[src/rtl/adcp_defs.svh]
`ifndef ADCP_DEFS_SVH
`define ADCP_DEFS_SVH
`define ADCP_CLK_HZ 10000000
`define ADCP_CLK_PERIOD_NS 100
`define ADCP_BAUD_300 300
`define ADCP_BAUD_600 600
`define ADCP_BAUD_1200 1200
`define ADCP_BAUD_2400 2400
`define ADCP_BAUD_4800 4800
`define ADCP_BAUD_9600 9600
`define ADCP_BAUD_19200 19200
`define ADCP_BAUD_38400 38400
`define ADCP_BAUD_CODE_MIN 8'h01
`define ADCP_BAUD_CODE_MAX 8'h08
`define ADCP_BAUD_CODE_9600 8'h06
`define ADCP_FACTORY_ADDR 8'h01
`define ADCP_STRAP_ADDR 8'h00
`define ADCP_FACTORY_FMT 8'h00
`define ADCP_FMT_CKSUM_BIT 6
`define ADCP_FMT_KEEP_MASK 8'h43
`define ADCP_FMT_FREE_MASK 8'h03
`define ADCP_CHAR_CR 8'h0d
`define ADCP_CHAR_GT 8'h3e
`define ADCP_CHAR_QMARK 8'h3f
`define ADCP_CHAR_HASH 8'h23
`define ADCP_CHAR_DOLLAR 8'h24
`define ADCP_CHAR_PERCENT 8'h25
`define ADCP_CHAR_AT 8'h40
`define ADCP_CHAR_STAR 8'h2a
`define ADCP_CHAR_ZERO 8'h30
`define ADCP_CHAR_NINE 8'h39
`define ADCP_CHAR_A 8'h41
`define ADCP_CHAR_F 8'h46
`define ADCP_HEX_TEN 8'h0a
`define ADCP_REG_CFG 4'h0
`define ADCP_REG_STATUS 4'h4
`define ADCP_CFG_ADDR_LSB 0
`define ADCP_CFG_BAUD_LSB 8
`define ADCP_CFG_FMT_LSB 16
`define ADCP_CFG_MODBUS_BIT 24
`define ADCP_AXI_OKAY 2'h0
`define ADCP_AXI_SLVERR 2'h2
`define ADCP_BUF_LEN 3'h6
`define ADCP_NUM_CH 8
`define ADCP_CHAR_PER 7
`endif

[src/rtl/adcp_pkg.sv]
package adcp_pkg;
	typedef struct packed {
		logic modbus;
		logic [7:0] fmt;
		logic [7:0] baud;
		logic [7:0] addr;
	} adcp_cfg_type;
	typedef enum logic [1:0] {
		RX_IDLE = 2'b00,
		RX_START = 2'b01,
		RX_DATA = 2'b10,
		RX_STOP = 2'b11
	} adcp_rx_type;
	typedef enum logic [1:0] {
		K_ALL = 2'b00,
		K_ONE = 2'b01,
		K_ERR = 2'b10
	} adcp_kind_type;
	typedef enum logic [2:0] {
		T_IDLE = 3'b000,
		T_LEAD = 3'b001,
		T_BODY = 3'b010,
		T_CK_HI = 3'b011,
		T_CK_LO = 3'b100,
		T_CR = 3'b101
	} adcp_tx_type;
endpackage

[src/rtl/adcp_top.sv]
// Notes on behaviour
// - Characters use one start bit, eight data bits, one stop bit, no parity.
// - Line rates 300 to 38400 bps are selectable.
// - Factory settings: address 01, 9600 bps, checksum off.
// - Strap low at power-up forces address 00, 9600 bps, checksum off.
// - Rate, checksum and protocol changes only accepted in default mode.
// - Settings are kept in non-volatile storage and restored at power-up.
// - ASCII command set only; outside default mode the Modbus configuration bit just disables the ASCII parser.
// - A command starts with one leading code, then two hex address chars.
// - Commands and replies end with carriage return 0x0D.
// - Only commands for our own address, or the broadcast, are acted on.
// - Checksum is the eight-bit sum of preceding chars, as two hex chars.
// - With checksums on, commands are verified and replies carry one.
// - Replies start with '>' when accepted, '?' when rejected.
// - '#AA' returns '>' then all channel readings then carriage return.
// - Readings follow one of four formats selected by the format field.
// - A valid frame with a bad operation gets '?', address, return.
// - Syntax, link or address errors get no reply at all.
// - '#AAN' returns only channel N's reading.
// - Rate codes 01 to 08 map in order to 300 through 38400 baud.
// - Format bit 6 enables checksums, bits 1 to 0 pick the data format.
`timescale 1ns/1ps
`default_nettype none
`include "adcp_defs.svh"
module adcp_top import adcp_pkg::*; #(
	parameter int CLK_HZ = `ADCP_CLK_HZ,
	parameter int NUM_CH = `ADCP_NUM_CH,
	parameter int CHAR_PER = `ADCP_CHAR_PER,
	parameter int ADDR_W = 4
) (
	input wire logic aclk, // System clock.
	input wire logic aresetn, // Synchronous reset, active low.
	input wire logic config_strap_n, // Default-mode strap, low selects it.
	input wire logic nv_valid, // Stored settings are present.
	input wire adcp_cfg_type nv_cfg, // Stored settings image.
	output var adcp_cfg_type nv_wr_cfg, // Settings to store.
	output logic nv_wr, // Store request pulse.
	input wire logic rxd, // Serial receive line.
	output logic txd, // Serial transmit line.
	input wire logic [NUM_CH-1:0][CHAR_PER-1:0][7:0] ch_text, // Readings.
	output logic [1:0] data_fmt, // Reading format for the front end.
	output logic sync_pulse, // Broadcast synchronous sample pulse.
	output logic default_mode, // Running in strap-selected mode.
	input wire logic [ADDR_W-1:0] s_axi_awaddr, // Write address.
	input wire logic s_axi_awvalid, // Write address valid.
	output logic s_axi_awready, // Write address ready.
	input wire logic [31:0] s_axi_wdata, // Write data.
	input wire logic [3:0] s_axi_wstrb, // Write strobes.
	input wire logic s_axi_wvalid, // Write data valid.
	output logic s_axi_wready, // Write data ready.
	output logic [1:0] s_axi_bresp, // Write response.
	output logic s_axi_bvalid, // Write response valid.
	input wire logic s_axi_bready, // Write response ready.
	input wire logic [ADDR_W-1:0] s_axi_araddr, // Read address.
	input wire logic s_axi_arvalid, // Read address valid.
	output logic s_axi_arready, // Read address ready.
	output logic [31:0] s_axi_rdata, // Read data.
	output logic [1:0] s_axi_rresp, // Read response.
	output logic s_axi_rvalid, // Read data valid.
	input wire logic s_axi_rready // Read data ready.
);
	localparam int CNT_W = 24;
	localparam int CH_W = $clog2(NUM_CH);
	localparam int POS_W = $clog2(CHAR_PER);
	localparam logic [CNT_W-1:0] CYC_TAB [8] = '{
		CNT_W'(CLK_HZ / `ADCP_BAUD_300), CNT_W'(CLK_HZ / `ADCP_BAUD_600),
		CNT_W'(CLK_HZ / `ADCP_BAUD_1200), CNT_W'(CLK_HZ / `ADCP_BAUD_2400),
		CNT_W'(CLK_HZ / `ADCP_BAUD_4800), CNT_W'(CLK_HZ / `ADCP_BAUD_9600),
		CNT_W'(CLK_HZ / `ADCP_BAUD_19200), CNT_W'(CLK_HZ / `ADCP_BAUD_38400)};

	function automatic logic [4:0] hex_val(input logic [7:0] c);
		hex_val = 5'h00;
		if (c >= `ADCP_CHAR_ZERO && c <= `ADCP_CHAR_NINE) begin
			hex_val = {1'b1, c[3:0]};
		end else if (c >= `ADCP_CHAR_A && c <= `ADCP_CHAR_F) begin
			hex_val = {1'b1, c[3:0] + 4'h9};
		end
	endfunction

	function automatic logic [7:0] hex_char(input logic [3:0] n);
		if (n <= 4'h9) begin
			hex_char = {4'h0, n} + `ADCP_CHAR_ZERO;
		end else begin
			hex_char = {4'h0, n} + `ADCP_CHAR_A - `ADCP_HEX_TEN;
		end
	endfunction

	function automatic logic baud_ok(input logic [7:0] code);
		baud_ok = code >= `ADCP_BAUD_CODE_MIN && code <= `ADCP_BAUD_CODE_MAX;
	endfunction

	// Configuration and register bus state.
	logic init_q, init_d, default_q, default_d, nv_wr_q, nv_wr_d;
	adcp_cfg_type cfg_q, cfg_d;
	logic [7:0] eff_addr_q, eff_addr_d, eff_baud_q, eff_baud_d;
	logic eff_ck_q, eff_ck_d, modbus_q, modbus_d;
	logic [1:0] fmt_q, fmt_d;
	logic awready_q, awready_d, wready_q, wready_d, bvalid_q, bvalid_d;
	logic arready_q, arready_d, rvalid_q, rvalid_d;
	logic [1:0] bresp_q, bresp_d, rresp_q, rresp_d;
	logic [ADDR_W-1:0] waddr_q, waddr_d;
	logic [31:0] wdata_q, wdata_d, rdata_q, rdata_d;
	logic [3:0] wstrb_q, wstrb_d;
	// Receiver and parser state.
	adcp_rx_type rx_st_q, rx_st_d;
	logic [CNT_W-1:0] rx_cnt_q, rx_cnt_d, bit_cyc;
	logic [2:0] rx_bit_q, rx_bit_d, len_q, len_d, blen;
	logic [7:0] rx_sh_q, rx_sh_d, lead_q, lead_d, sum;
	logic [7:0] buf_q [8];
	logic [7:0] buf_d [8];
	logic body_q, body_d, sync_q, sync_d;
	logic rx_byte, rx_ferr, eval, short_cmd, ck_ok, addr_ok, is_sync, chan_ok;
	logic cmd_go;
	logic [4:0] a_hi, a_lo, c_hi, c_lo;
	logic [7:0] chan_val;
	adcp_kind_type cmd_kind;
	// Transmitter state.
	adcp_tx_type tph_q, tph_d;
	adcp_kind_type kind_q, kind_d;
	logic [CH_W-1:0] ch_q, ch_d, last_ch_q, last_ch_d;
	logic [POS_W-1:0] pos_q, pos_d;
	logic [7:0] tsum_q, tsum_d, last_char_q, last_char_d, tx_char;
	logic tx_busy_q, tx_busy_d, txd_q, txd_d, tx_load, tx_idle;
	logic [CNT_W-1:0] tx_cnt_q, tx_cnt_d;
	logic [3:0] tx_bits_q, tx_bits_d;
	logic [8:0] tx_sh_q, tx_sh_d;
	logic [NUM_CH-1:0][CHAR_PER-1:0][7:0] snap_q, snap_d;

	assign bit_cyc = CYC_TAB[3'(eff_baud_q - `ADCP_BAUD_CODE_MIN)];
	assign tx_idle = tph_q == T_IDLE && !tx_busy_q;

	always_comb begin
		init_d = 1'b1;
		default_d = default_q;
		cfg_d = cfg_q;
		nv_wr_d = 1'b0;
		awready_d = awready_q;
		wready_d = wready_q;
		bvalid_d = bvalid_q;
		bresp_d = bresp_q;
		arready_d = arready_q;
		rvalid_d = rvalid_q;
		rresp_d = rresp_q;
		rdata_d = rdata_q;
		waddr_d = waddr_q;
		wdata_d = wdata_q;
		wstrb_d = wstrb_q;
		if (!init_q) begin
			default_d = !config_strap_n;
			if (nv_valid) begin
				cfg_d = nv_cfg;
				cfg_d.fmt = nv_cfg.fmt & `ADCP_FMT_KEEP_MASK;
				if (!baud_ok(nv_cfg.baud)) begin
					cfg_d.baud = `ADCP_BAUD_CODE_9600;
				end
			end
		end
		if (awready_q && s_axi_awvalid) begin
			awready_d = 1'b0;
			waddr_d = s_axi_awaddr;
		end
		if (wready_q && s_axi_wvalid) begin
			wready_d = 1'b0;
			wdata_d = s_axi_wdata;
			wstrb_d = s_axi_wstrb;
		end
		if (!awready_q && !wready_q && !bvalid_q) begin
			bvalid_d = 1'b1;
			bresp_d = `ADCP_AXI_OKAY;
			if ({waddr_q[ADDR_W-1:2], 2'b00} == ADDR_W'(`ADCP_REG_CFG)) begin
				nv_wr_d = 1'b1;
				if (wstrb_q[0]) begin
					cfg_d.addr = wdata_q[`ADCP_CFG_ADDR_LSB +: 8];
				end
				if (wstrb_q[1] && default_q &&
				    baud_ok(wdata_q[`ADCP_CFG_BAUD_LSB +: 8])) begin
					cfg_d.baud = wdata_q[`ADCP_CFG_BAUD_LSB +: 8];
				end
				if (wstrb_q[2]) begin
					cfg_d.fmt = wdata_q[`ADCP_CFG_FMT_LSB +: 8] &
						`ADCP_FMT_FREE_MASK;
					cfg_d.fmt[`ADCP_FMT_CKSUM_BIT] = default_q ?
						wdata_q[`ADCP_CFG_FMT_LSB + `ADCP_FMT_CKSUM_BIT] :
						cfg_q.fmt[`ADCP_FMT_CKSUM_BIT];
				end
				if (wstrb_q[3] && default_q) begin
					cfg_d.modbus = wdata_q[`ADCP_CFG_MODBUS_BIT];
				end
			end else if ({waddr_q[ADDR_W-1:2], 2'b00} !=
			             ADDR_W'(`ADCP_REG_STATUS)) begin
				bresp_d = `ADCP_AXI_SLVERR;
			end
		end
		if (bvalid_q && s_axi_bready) begin
			bvalid_d = 1'b0;
			awready_d = 1'b1;
			wready_d = 1'b1;
		end
		if (arready_q && s_axi_arvalid) begin
			arready_d = 1'b0;
			rvalid_d = 1'b1;
			rresp_d = `ADCP_AXI_OKAY;
			rdata_d = 32'h0000_0000;
			if ({s_axi_araddr[ADDR_W-1:2], 2'b00} ==
			    ADDR_W'(`ADCP_REG_CFG)) begin
				rdata_d = {7'h00, cfg_q};
			end else if ({s_axi_araddr[ADDR_W-1:2], 2'b00} ==
			             ADDR_W'(`ADCP_REG_STATUS)) begin
				rdata_d = {11'h000, body_q, !tx_idle, modbus_q, default_q,
					eff_ck_q, eff_baud_q, eff_addr_q};
			end else begin
				rresp_d = `ADCP_AXI_SLVERR;
			end
		end
		if (rvalid_q && s_axi_rready) begin
			rvalid_d = 1'b0;
			arready_d = 1'b1;
		end
		eff_addr_d = default_q ? `ADCP_STRAP_ADDR : cfg_q.addr;
		eff_baud_d = default_q ? `ADCP_BAUD_CODE_9600 : cfg_q.baud;
		eff_ck_d = !default_q && cfg_q.fmt[`ADCP_FMT_CKSUM_BIT];
		modbus_d = !default_q && cfg_q.modbus;
		fmt_d = cfg_q.fmt[1:0];
	end

	always_ff @(posedge aclk) begin
		if (!aresetn) begin
			init_q <= 1'b0;
			default_q <= 1'b0;
			cfg_q <= '{modbus: 1'b0, fmt: `ADCP_FACTORY_FMT,
				baud: `ADCP_BAUD_CODE_9600, addr: `ADCP_FACTORY_ADDR};
			nv_wr_q <= 1'b0;
			eff_addr_q <= `ADCP_FACTORY_ADDR;
			eff_baud_q <= `ADCP_BAUD_CODE_9600;
			eff_ck_q <= 1'b0;
			modbus_q <= 1'b0;
			fmt_q <= 2'h0;
			awready_q <= 1'b1;
			wready_q <= 1'b1;
			bvalid_q <= 1'b0;
			bresp_q <= `ADCP_AXI_OKAY;
			arready_q <= 1'b1;
			rvalid_q <= 1'b0;
			rresp_q <= `ADCP_AXI_OKAY;
			rdata_q <= 32'h0000_0000;
			waddr_q <= '0;
			wdata_q <= 32'h0000_0000;
			wstrb_q <= 4'h0;
		end else begin
			init_q <= init_d;
			default_q <= default_d;
			cfg_q <= cfg_d;
			nv_wr_q <= nv_wr_d;
			eff_addr_q <= eff_addr_d;
			eff_baud_q <= eff_baud_d;
			eff_ck_q <= eff_ck_d;
			modbus_q <= modbus_d;
			fmt_q <= fmt_d;
			awready_q <= awready_d;
			wready_q <= wready_d;
			bvalid_q <= bvalid_d;
			bresp_q <= bresp_d;
			arready_q <= arready_d;
			rvalid_q <= rvalid_d;
			rresp_q <= rresp_d;
			rdata_q <= rdata_d;
			waddr_q <= waddr_d;
			wdata_q <= wdata_d;
			wstrb_q <= wstrb_d;
		end
	end

	always_comb begin
		rx_st_d = rx_st_q;
		rx_cnt_d = rx_cnt_q - 1'b1;
		rx_bit_d = rx_bit_q;
		rx_sh_d = rx_sh_q;
		rx_byte = 1'b0;
		rx_ferr = 1'b0;
		unique case (rx_st_q)
			RX_IDLE: begin
				rx_cnt_d = {1'b0, bit_cyc[CNT_W-1:1]};
				if (!rxd) begin
					rx_st_d = RX_START;
				end
			end
			RX_START: begin
				if (rx_cnt_q == '0) begin
					rx_st_d = rxd ? RX_IDLE : RX_DATA;
					rx_cnt_d = bit_cyc - 1'b1;
					rx_bit_d = 3'h0;
				end
			end
			RX_DATA: begin
				if (rx_cnt_q == '0) begin
					rx_sh_d = {rxd, rx_sh_q[7:1]};
					rx_cnt_d = bit_cyc - 1'b1;
					rx_bit_d = rx_bit_q + 3'h1;
					if (rx_bit_q == 3'h7) begin
						rx_st_d = RX_STOP;
					end
				end
			end
			RX_STOP: begin
				if (rx_cnt_q == '0) begin
					rx_st_d = RX_IDLE;
					rx_byte = rxd;
					rx_ferr = !rxd;
				end
			end
		endcase
		body_d = body_q;
		lead_d = lead_q;
		len_d = len_q;
		buf_d = buf_q;
		eval = 1'b0;
		if (rx_ferr) begin
			body_d = 1'b0;
		end else if (rx_byte && !modbus_q) begin
			if (rx_sh_q == `ADCP_CHAR_HASH || rx_sh_q == `ADCP_CHAR_DOLLAR ||
			    rx_sh_q == `ADCP_CHAR_PERCENT || rx_sh_q == `ADCP_CHAR_AT) begin
				body_d = 1'b1;
				lead_d = rx_sh_q;
				len_d = 3'h0;
			end else if (body_q) begin
				if (rx_sh_q == `ADCP_CHAR_CR) begin
					body_d = 1'b0;
					eval = 1'b1;
				end else if (len_q == `ADCP_BUF_LEN) begin
					body_d = 1'b0;
				end else begin
					buf_d[len_q] = rx_sh_q;
					len_d = len_q + 3'h1;
				end
			end
		end
		short_cmd = eff_ck_q && len_q < 3'h2;
		blen = eff_ck_q ? len_q - 3'h2 : len_q;
		sum = lead_q;
		for (int i = 0; i < 8; i++) begin
			if (3'(i) < blen) begin
				sum = sum + buf_q[i];
			end
		end
		c_hi = hex_val(buf_q[blen]);
		c_lo = hex_val(buf_q[blen + 3'h1]);
		ck_ok = !short_cmd && (!eff_ck_q || (c_hi[4] && c_lo[4] &&
			{c_hi[3:0], c_lo[3:0]} == sum));
		a_hi = hex_val(buf_q[0]);
		a_lo = hex_val(buf_q[1]);
		is_sync = lead_q == `ADCP_CHAR_HASH && blen == 3'h2 &&
			buf_q[0] == `ADCP_CHAR_STAR && buf_q[1] == `ADCP_CHAR_STAR;
		addr_ok = blen >= 3'h2 && a_hi[4] && a_lo[4] &&
			{a_hi[3:0], a_lo[3:0]} == eff_addr_q;
		chan_val = buf_q[2] - `ADCP_CHAR_ZERO;
		chan_ok = buf_q[2] >= `ADCP_CHAR_ZERO && chan_val < 8'(NUM_CH);
		if (lead_q == `ADCP_CHAR_HASH && blen == 3'h2) begin
			cmd_kind = K_ALL;
		end else if (lead_q == `ADCP_CHAR_HASH && blen == 3'h3 && chan_ok) begin
			cmd_kind = K_ONE;
		end else begin
			cmd_kind = K_ERR;
		end
		cmd_go = eval && ck_ok && addr_ok && tx_idle;
		sync_d = eval && ck_ok && is_sync;
	end

	always_ff @(posedge aclk) begin
		if (!aresetn) begin
			rx_st_q <= RX_IDLE;
			rx_cnt_q <= '0;
			rx_bit_q <= 3'h0;
			rx_sh_q <= 8'h00;
			body_q <= 1'b0;
			lead_q <= 8'h00;
			len_q <= 3'h0;
			buf_q <= '{default: 8'h00};
			sync_q <= 1'b0;
		end else begin
			rx_st_q <= rx_st_d;
			rx_cnt_q <= rx_cnt_d;
			rx_bit_q <= rx_bit_d;
			rx_sh_q <= rx_sh_d;
			body_q <= body_d;
			lead_q <= lead_d;
			len_q <= len_d;
			buf_q <= buf_d;
			sync_q <= sync_d;
		end
	end

	always_comb begin
		unique case (tph_q)
			T_LEAD: tx_char = kind_q == K_ERR ? `ADCP_CHAR_QMARK :
				`ADCP_CHAR_GT;
			T_BODY: begin
				if (kind_q == K_ERR) begin
					tx_char = hex_char(pos_q == '0 ? eff_addr_q[7:4] :
						eff_addr_q[3:0]);
				end else begin
					tx_char = snap_q[ch_q][pos_q];
				end
			end
			T_CK_HI: tx_char = hex_char(tsum_q[7:4]);
			T_CK_LO: tx_char = hex_char(tsum_q[3:0]);
			T_CR: tx_char = `ADCP_CHAR_CR;
			default: tx_char = 8'h00;
		endcase
		tph_d = tph_q;
		kind_d = kind_q;
		ch_d = ch_q;
		last_ch_d = last_ch_q;
		pos_d = pos_q;
		tsum_d = tsum_q;
		snap_d = snap_q;
		last_char_d = last_char_q;
		tx_busy_d = tx_busy_q;
		txd_d = txd_q;
		tx_cnt_d = tx_cnt_q - 1'b1;
		tx_bits_d = tx_bits_q;
		tx_sh_d = tx_sh_q;
		tx_load = tph_q != T_IDLE && !tx_busy_q;
		if (cmd_go) begin
			tph_d = T_LEAD;
			kind_d = cmd_kind;
			ch_d = cmd_kind == K_ONE ? CH_W'(chan_val) : '0;
			last_ch_d = cmd_kind == K_ONE ? CH_W'(chan_val) :
				CH_W'(NUM_CH - 1);
			snap_d = ch_text;
		end
		if (tx_load) begin
			tx_busy_d = 1'b1;
			txd_d = 1'b0;
			tx_sh_d = {1'b1, tx_char};
			tx_bits_d = 4'h9;
			tx_cnt_d = bit_cyc - 1'b1;
			last_char_d = tx_char;
			unique case (tph_q)
				T_LEAD: begin
					tsum_d = tx_char;
					tph_d = T_BODY;
					pos_d = '0;
				end
				T_BODY: begin
					tsum_d = tsum_q + tx_char;
					if (pos_q == (kind_q == K_ERR ? POS_W'(1) :
					    POS_W'(CHAR_PER - 1))) begin
						pos_d = '0;
						if (kind_q == K_ERR || ch_q == last_ch_q) begin
							tph_d = eff_ck_q ? T_CK_HI : T_CR;
						end else begin
							ch_d = ch_q + 1'b1;
						end
					end else begin
						pos_d = pos_q + 1'b1;
					end
				end
				T_CK_HI: tph_d = T_CK_LO;
				T_CK_LO: tph_d = T_CR;
				T_CR: tph_d = T_IDLE;
				default: tph_d = T_IDLE;
			endcase
		end else if (tx_busy_q && tx_cnt_q == '0) begin
			tx_cnt_d = bit_cyc - 1'b1;
			if (tx_bits_q != 4'h0) begin
				txd_d = tx_sh_q[0];
				tx_sh_d = {1'b1, tx_sh_q[8:1]};
				tx_bits_d = tx_bits_q - 4'h1;
			end else begin
				tx_busy_d = 1'b0;
			end
		end
	end

	always_ff @(posedge aclk) begin
		if (!aresetn) begin
			tph_q <= T_IDLE;
			kind_q <= K_ALL;
			ch_q <= '0;
			last_ch_q <= '0;
			pos_q <= '0;
			tsum_q <= 8'h00;
			snap_q <= '0;
			last_char_q <= 8'h00;
			tx_busy_q <= 1'b0;
			txd_q <= 1'b1;
			tx_cnt_q <= '0;
			tx_bits_q <= 4'h0;
			tx_sh_q <= 9'h1ff;
		end else begin
			tph_q <= tph_d;
			kind_q <= kind_d;
			ch_q <= ch_d;
			last_ch_q <= last_ch_d;
			pos_q <= pos_d;
			tsum_q <= tsum_d;
			snap_q <= snap_d;
			last_char_q <= last_char_d;
			tx_busy_q <= tx_busy_d;
			txd_q <= txd_d;
			tx_cnt_q <= tx_cnt_d;
			tx_bits_q <= tx_bits_d;
			tx_sh_q <= tx_sh_d;
		end
	end

	assign nv_wr_cfg = cfg_q;
	assign nv_wr = nv_wr_q;
	assign txd = txd_q;
	assign data_fmt = fmt_q;
	assign sync_pulse = sync_q;
	assign default_mode = default_q;
	assign s_axi_awready = awready_q;
	assign s_axi_wready = wready_q;
	assign s_axi_bresp = bresp_q;
	assign s_axi_bvalid = bvalid_q;
	assign s_axi_arready = arready_q;
	assign s_axi_rdata = rdata_q;
	assign s_axi_rresp = rresp_q;
	assign s_axi_rvalid = rvalid_q;

	a_frame_edges: assert property (@(posedge aclk) disable iff (!aresetn)
		($rose(tx_busy_q) |-> !txd_q) and ($fell(tx_busy_q) |-> txd_q))
		else $error("serial frame start or stop bit wrong");
	a_baud_count: assert property (@(posedge aclk) disable iff (!aresetn)
		$rose(tx_busy_q) |-> tx_cnt_q == bit_cyc - 1'b1)
		else $error("bit period does not match rate code");
	a_factory_cfg: assert property (@(posedge aclk) disable iff (!aresetn)
		!init_q |-> cfg_q.addr == `ADCP_FACTORY_ADDR &&
		cfg_q.baud == `ADCP_BAUD_CODE_9600 && !cfg_q.fmt[6])
		else $error("factory settings wrong after reset");
	a_strap_mode: assert property (@(posedge aclk) disable iff (!aresetn)
		(init_q && default_q) |=> eff_addr_q == `ADCP_STRAP_ADDR &&
		eff_baud_q == `ADCP_BAUD_CODE_9600 && !eff_ck_q)
		else $error("strap mode settings not forced");
	a_cfg_lock: assert property (@(posedge aclk) disable iff (!aresetn)
		(init_q && !default_q) |=> $stable(cfg_q.baud) &&
		$stable(cfg_q.modbus) && $stable(cfg_q.fmt[6]))
		else $error("locked setting changed outside default mode");
	a_reply_end: assert property (@(posedge aclk) disable iff (!aresetn)
		($fell(tx_busy_q) && tph_q == T_IDLE) |-> last_char_q == `ADCP_CHAR_CR)
		else $error("reply did not end with carriage return");
	a_accept_lead: assert property (@(posedge aclk) disable iff (!aresetn)
		(cmd_go && cmd_kind != K_ERR) |=> tx_load && tx_char == `ADCP_CHAR_GT)
		else $error("accepted reply does not start with >");
	a_reject_lead: assert property (@(posedge aclk) disable iff (!aresetn)
		(cmd_go && cmd_kind == K_ERR) |=> tx_load &&
		tx_char == `ADCP_CHAR_QMARK ##1 tph_q == T_BODY)
		else $error("rejected reply does not start with ?");
	a_addr_silent: assert property (@(posedge aclk) disable iff (!aresetn)
		(eval && !addr_ok && tph_q == T_IDLE) |=> tph_q == T_IDLE [*2])
		else $error("reply sent to foreign address");
	a_sum_silent: assert property (@(posedge aclk) disable iff (!aresetn)
		(eval && eff_ck_q && !ck_ok && tph_q == T_IDLE) |=> tph_q == T_IDLE)
		else $error("reply sent despite bad checksum");
endmodule
`default_nettype wire

[config.mk]
export PLATFORM = sky130hd
export DESIGN_NAME = adcp_top
export DESIGN_NICKNAME = d
export VERILOG_FILES = /design/src/rtl/adcp_pkg.sv /design/src/rtl/adcp_top.sv
export VERILOG_INCLUDE_DIRS = /design/src /design/src/rtl
export SDC_FILE = /design/constraint.sdc
export NUM_CORES = 2
export LEC_CHECK = 0
export ABC_AREA = 1
export BUFFER_PORTS_ARGS = -buffer_cell sky130_fd_sc_hd__buf_2
export CAP_MARGIN = 20
export CORE_MARGIN = 8
export CORE_UTILIZATION = 45
export DETAILED_ROUTE_END_ITERATION = 6
export PLACE_DENSITY = 0.66
export SLEW_MARGIN = 30
export SYNTH_ARGS = -nofsm -noshare
export SYNTH_HDL_FRONTEND = slang
export SYNTH_SLANG_ARGS = --single-unit
[constraint.sdc]
create_clock -name aclk -period 11.2 [get_ports aclk]
set_input_delay 0.56 -clock aclk [delete_from_list [all_inputs] [get_ports aclk]]
set_output_delay 0.56 -clock aclk [all_outputs]
set_load 0.01 [all_outputs]
==> impl_metrics.csv <==
group,metric,value,unit
outcome,outcome,"completed",
clocking,cts.sink_count,728,
global_route,grt_max_degree,218,
routing,post_drt_via_cell_ratio,5.53,
global_route,globalRoute.busiestLayer,"met2",
global_route,grt_first_pass_wirelength,207000,um
global_route,grt.met3_usage,4.17,%
yosys,synth_enable_flop_cells,0,
timing,maxClockFrequency,0.0984,GHz
yosys,synth_warnings,0,
placement,finalWeightedCongestion,0.950,
routing,detail-route-antenna-nets,0,
clocking,clk_path_buf_depth,3,
routing,average_routed_wire_per_standard_cell,19.5,um
clocking,cts_hold_repair.buffers,0,
global_route,grt_usage,27.7,%
yosys,netlist_instances,5479,
yosys,dominantRegCellSynth,"sky130_fd_sc_hd__dfxtp_1",
floorplan,placement_rows,106,
worst_setup_path,setup_crit_start_kind,"flip-flop",
yosys,yosys.area.top_type_share,38.7,%
timing,timing.slew.headroom,28.3,%
worst_setup_path,worst_path_max_delay_cell,"sky130_fd_sc_hd__dfxtp_1",
timing,finalHoldViolations,0,
clocking,clock_latency_on_the_worst_skew_pair,0.65,ns
timing,tightest_hold_margin,0.109,ns
yosys,synth.ff_latch_count,728,
global_route,grt_remaining_overflow,0,
timing,setup_tns,0,ns
floorplan,start_util,45.2,%
worst_setup_path,cp.arrival,10.69,ns
worst_setup_path,timing.critical_path.slowest_cell_delay,0.48,ns
flow_run,drv_cap,0,
timing,tightestPinTransition,1.08,ns
yosys,synth.top_cells.by_count,"sky130_fd_sc_hd__o21ai_0, sky130_fd_sc_hd__dfxtp_1, sky130_fd_sc_hd__nor2_1",
cells_and_area,final_net_count,6482,
timing,timing.final.crit_share,90.7,%
floorplan,num_io_pins,599,
power,p_leak,19.0,nW
yosys,seq_area_frac_synth,38.7,%
floorplan,fp.dieH,305,um
timing,timing.final.setup_violations,0,
global_route,antenna_found_initial,35,
yosys,mappedNetlistArea,37600,um2
routing,final_wirelength,137000,um
clocking,postCtsSetupRepairBufs,0,
worst_hold_path,hold_path.class,"in -> reg",
yosys,synth_cell_types,53,
placement,detail_placement_hpwl,99800,um
timing,post_route_clock_skew,0.0371,ns
routing,detailedRoute.firstIterationViolations,3949,
global_route,met1_usage,37.1,%
timing,finalCriticalPeriod,10.16,ns
floorplan,core_area,83300,um2
yosys,async_reset_ff_share,0,%
cells_and_area,post_route_cells_drive_above_1_share,14.1,%
floorplan,die-area,93100,um2
yosys,most_frequent_cell_after_synthesis,"sky130_fd_sc_hd__o21ai_0",
power,power_density,154,nW/um2
worst_setup_path,worst_setup_path_end_kind,"flip-flop",
timing,rsz_0062_raised_after_global_routing,"false",
cells_and_area,area_delta_synth_final,16.6,%
clocking,cts_tree,"done",
clocking,cts.htree.levels,3,
clocking,clk_root_buffer_cell,"sky130_fd_sc_hd__clkbuf_16",
yosys,syn_area_per_cell,6.87,um2
yosys,post_synth_main_area_contributors,"sky130_fd_sc_hd__dfxtp_1, sky130_fd_sc_hd__o21ai_0, sky130_fd_sc_hd__a21oi_1",
global_route,grt_pass1_vias,36200,
power,ir_worst_vdd,0.000120,V
yosys,synth_top_cell_by_area,"sky130_fd_sc_hd__dfxtp_1",
placement,buffer_ports.inserted,568,
routing,firstDrtPassIters,6,
routing,remaining_drc_errors,0,
worst_setup_path,crit_path_frequent_cell,"sky130_fd_sc_hd__nand2_1",
worst_setup_path,worst-path-max-fanout,43,
worst_setup_path,cp.required,11.73,ns
cells_and_area,final_util,52.7,%
global_route,grtUsageMet2,44.2,%
timing,slew_viol_final,0,
clocking,cts_buffers,83,
clocking,clk_pin_slew_worst_paths,0.07,ns
worst_setup_path,crit_type,"reg -> reg",
clocking,cts-resized-gates,0,
floorplan,die_width,305,um
routing,route.vias.total,38700,
==> final timing paths <==
check | from | to | slack (ns) | depth (start not counted)
max | len_q[1] | snap_q[442] | 1.04 | 62
min | config_strap_n | default_mode | 0.11 | 2
max reg2reg | len_q[1] | snap_q[442] | 1.04 | 62
min reg2reg | snap_q[12] | snap_q[12] | 0.45 | 2
==> per-layer routing <==
layer  routed length [um]  share of wire [%]  up-vias
li1                     -                  -    19000
met1                59100                 43    17900
met2                62400                 46     1535
met3                 9960                7.3      265
met4                 5590                4.1        6
met5                   40              0.029        -
==> metrics by stage <==
step                      power, mW  instances  setup WS (ns)  area (um2)
after floorplan                3.58       5487           2.56       37700
after global placement         3.92       6835           1.15       40900
after detailed placement       3.93       6835           1.09       40900
after CTS                      6.80       6983           1.07       43800
after global routing           7.07       7011         0.0753       43900
final                          6.77       7012           1.04       43900
==> where the power goes <==
group	total [mW]	internal (mW)	switching [mW]
clock	2.87	1.72	1.16
sequential	2.78	2.69	0.0931
combinational	1.12	0.405	0.712
total	6.77	4.81	1.96
==> layout by cell type (no fill, tap or decap), drive strengths merged, types with 4 or more instances in the layout <==
| master | count |
|---|---|
| nor2 | 701 |
| o22ai | 4 |
| dfxtp | 728 |
| o21ai | 955 |
| conb | 9 |
| nand4 | 36 |
| clkbuf | 114 |
| ha | 106 |
| and2 | 7 |
| xnor2 | 26 |
| inv | 577 |
| nand3b | 12 |
| o21a | 14 |
| a221o | 6 |
| nor4 | 23 |
| buf | 635 |
| fa | 8 |
| xor2 | 40 |
| nor3 | 39 |
| or2 | 29 |
| nor3b | 5 |
| o21bai | 4 |
| o31ai | 12 |
| o311ai | 10 |
| clkinv | 22 |
| a31oi | 46 |
| a211oi | 22 |
| a21oi | 681 |
| nand2 | 660 |
| nand3 | 294 |
| bufinv | 9 |
| o2111ai | 5 |
| diode | 28 |
| a221oi | 15 |
| o211ai | 23 |
| a21o | 7 |
==> worst max-delay path: cells and delay by family (launching register included) <==
kind	cells	cell delay, ns
AOI/OAI and AO/OA	7	1.10
xor gates and xnor gates	4	0.67
adders and majority gates	8	2.64
buffers and inverters	10	1.14
DFF	1	0.48
and+or+nand+nor	33	4.04
==> state kept, by name (all words and copies together), names as in the netlist, 4 cells and up, named ones only <==
register     flops
eff_baud_q       8
tsum_q           8
wdata_q         20
snap_q         448
tx_bits_q        4
wstrb_q          4
tx_cnt_q        24
tx_sh_q          8
rx_cnt_q        24
lead_q           8
s_axi_rdata     25
rx_sh_q          8
buf_q           64
eff_addr_q       8
nv_wr_cfg       25
==> kinds of logic (layout without fill, tap and decap cells) <==
kind of cell | Yosys count | count (layout) | synth area share, %
AOI/OAI and AO/OA | 1814 | 1814 | 25.3
other | 1 | 37 | 0.00997
buffers and inverters | 943 | 1360 | 10.3
DFF | 728 | 728 | 38.7
adders and majority gates | 114 | 114 | 3.95
and+or+nand+nor | 1813 | 1813 | 20.1
xor gates and xnor gates | 66 | 66 | 1.56
==> layout make-up <==
class | count | area, um2
Antenna cell | 28 | 70.1
Clock buffer | 114 | 2390
Clock inverter | 34 | 503
Fill cell | 8335 | 39400
Inverter | 577 | 2170
Multi-Input combinational cell | 3816 | 19300
Sequential cell | 728 | 14600
Tap cell | 1080 | 1350
Timing Repair Buffer | 635 | 3530
Note: power is estimated with default switching activity, not from simulation.
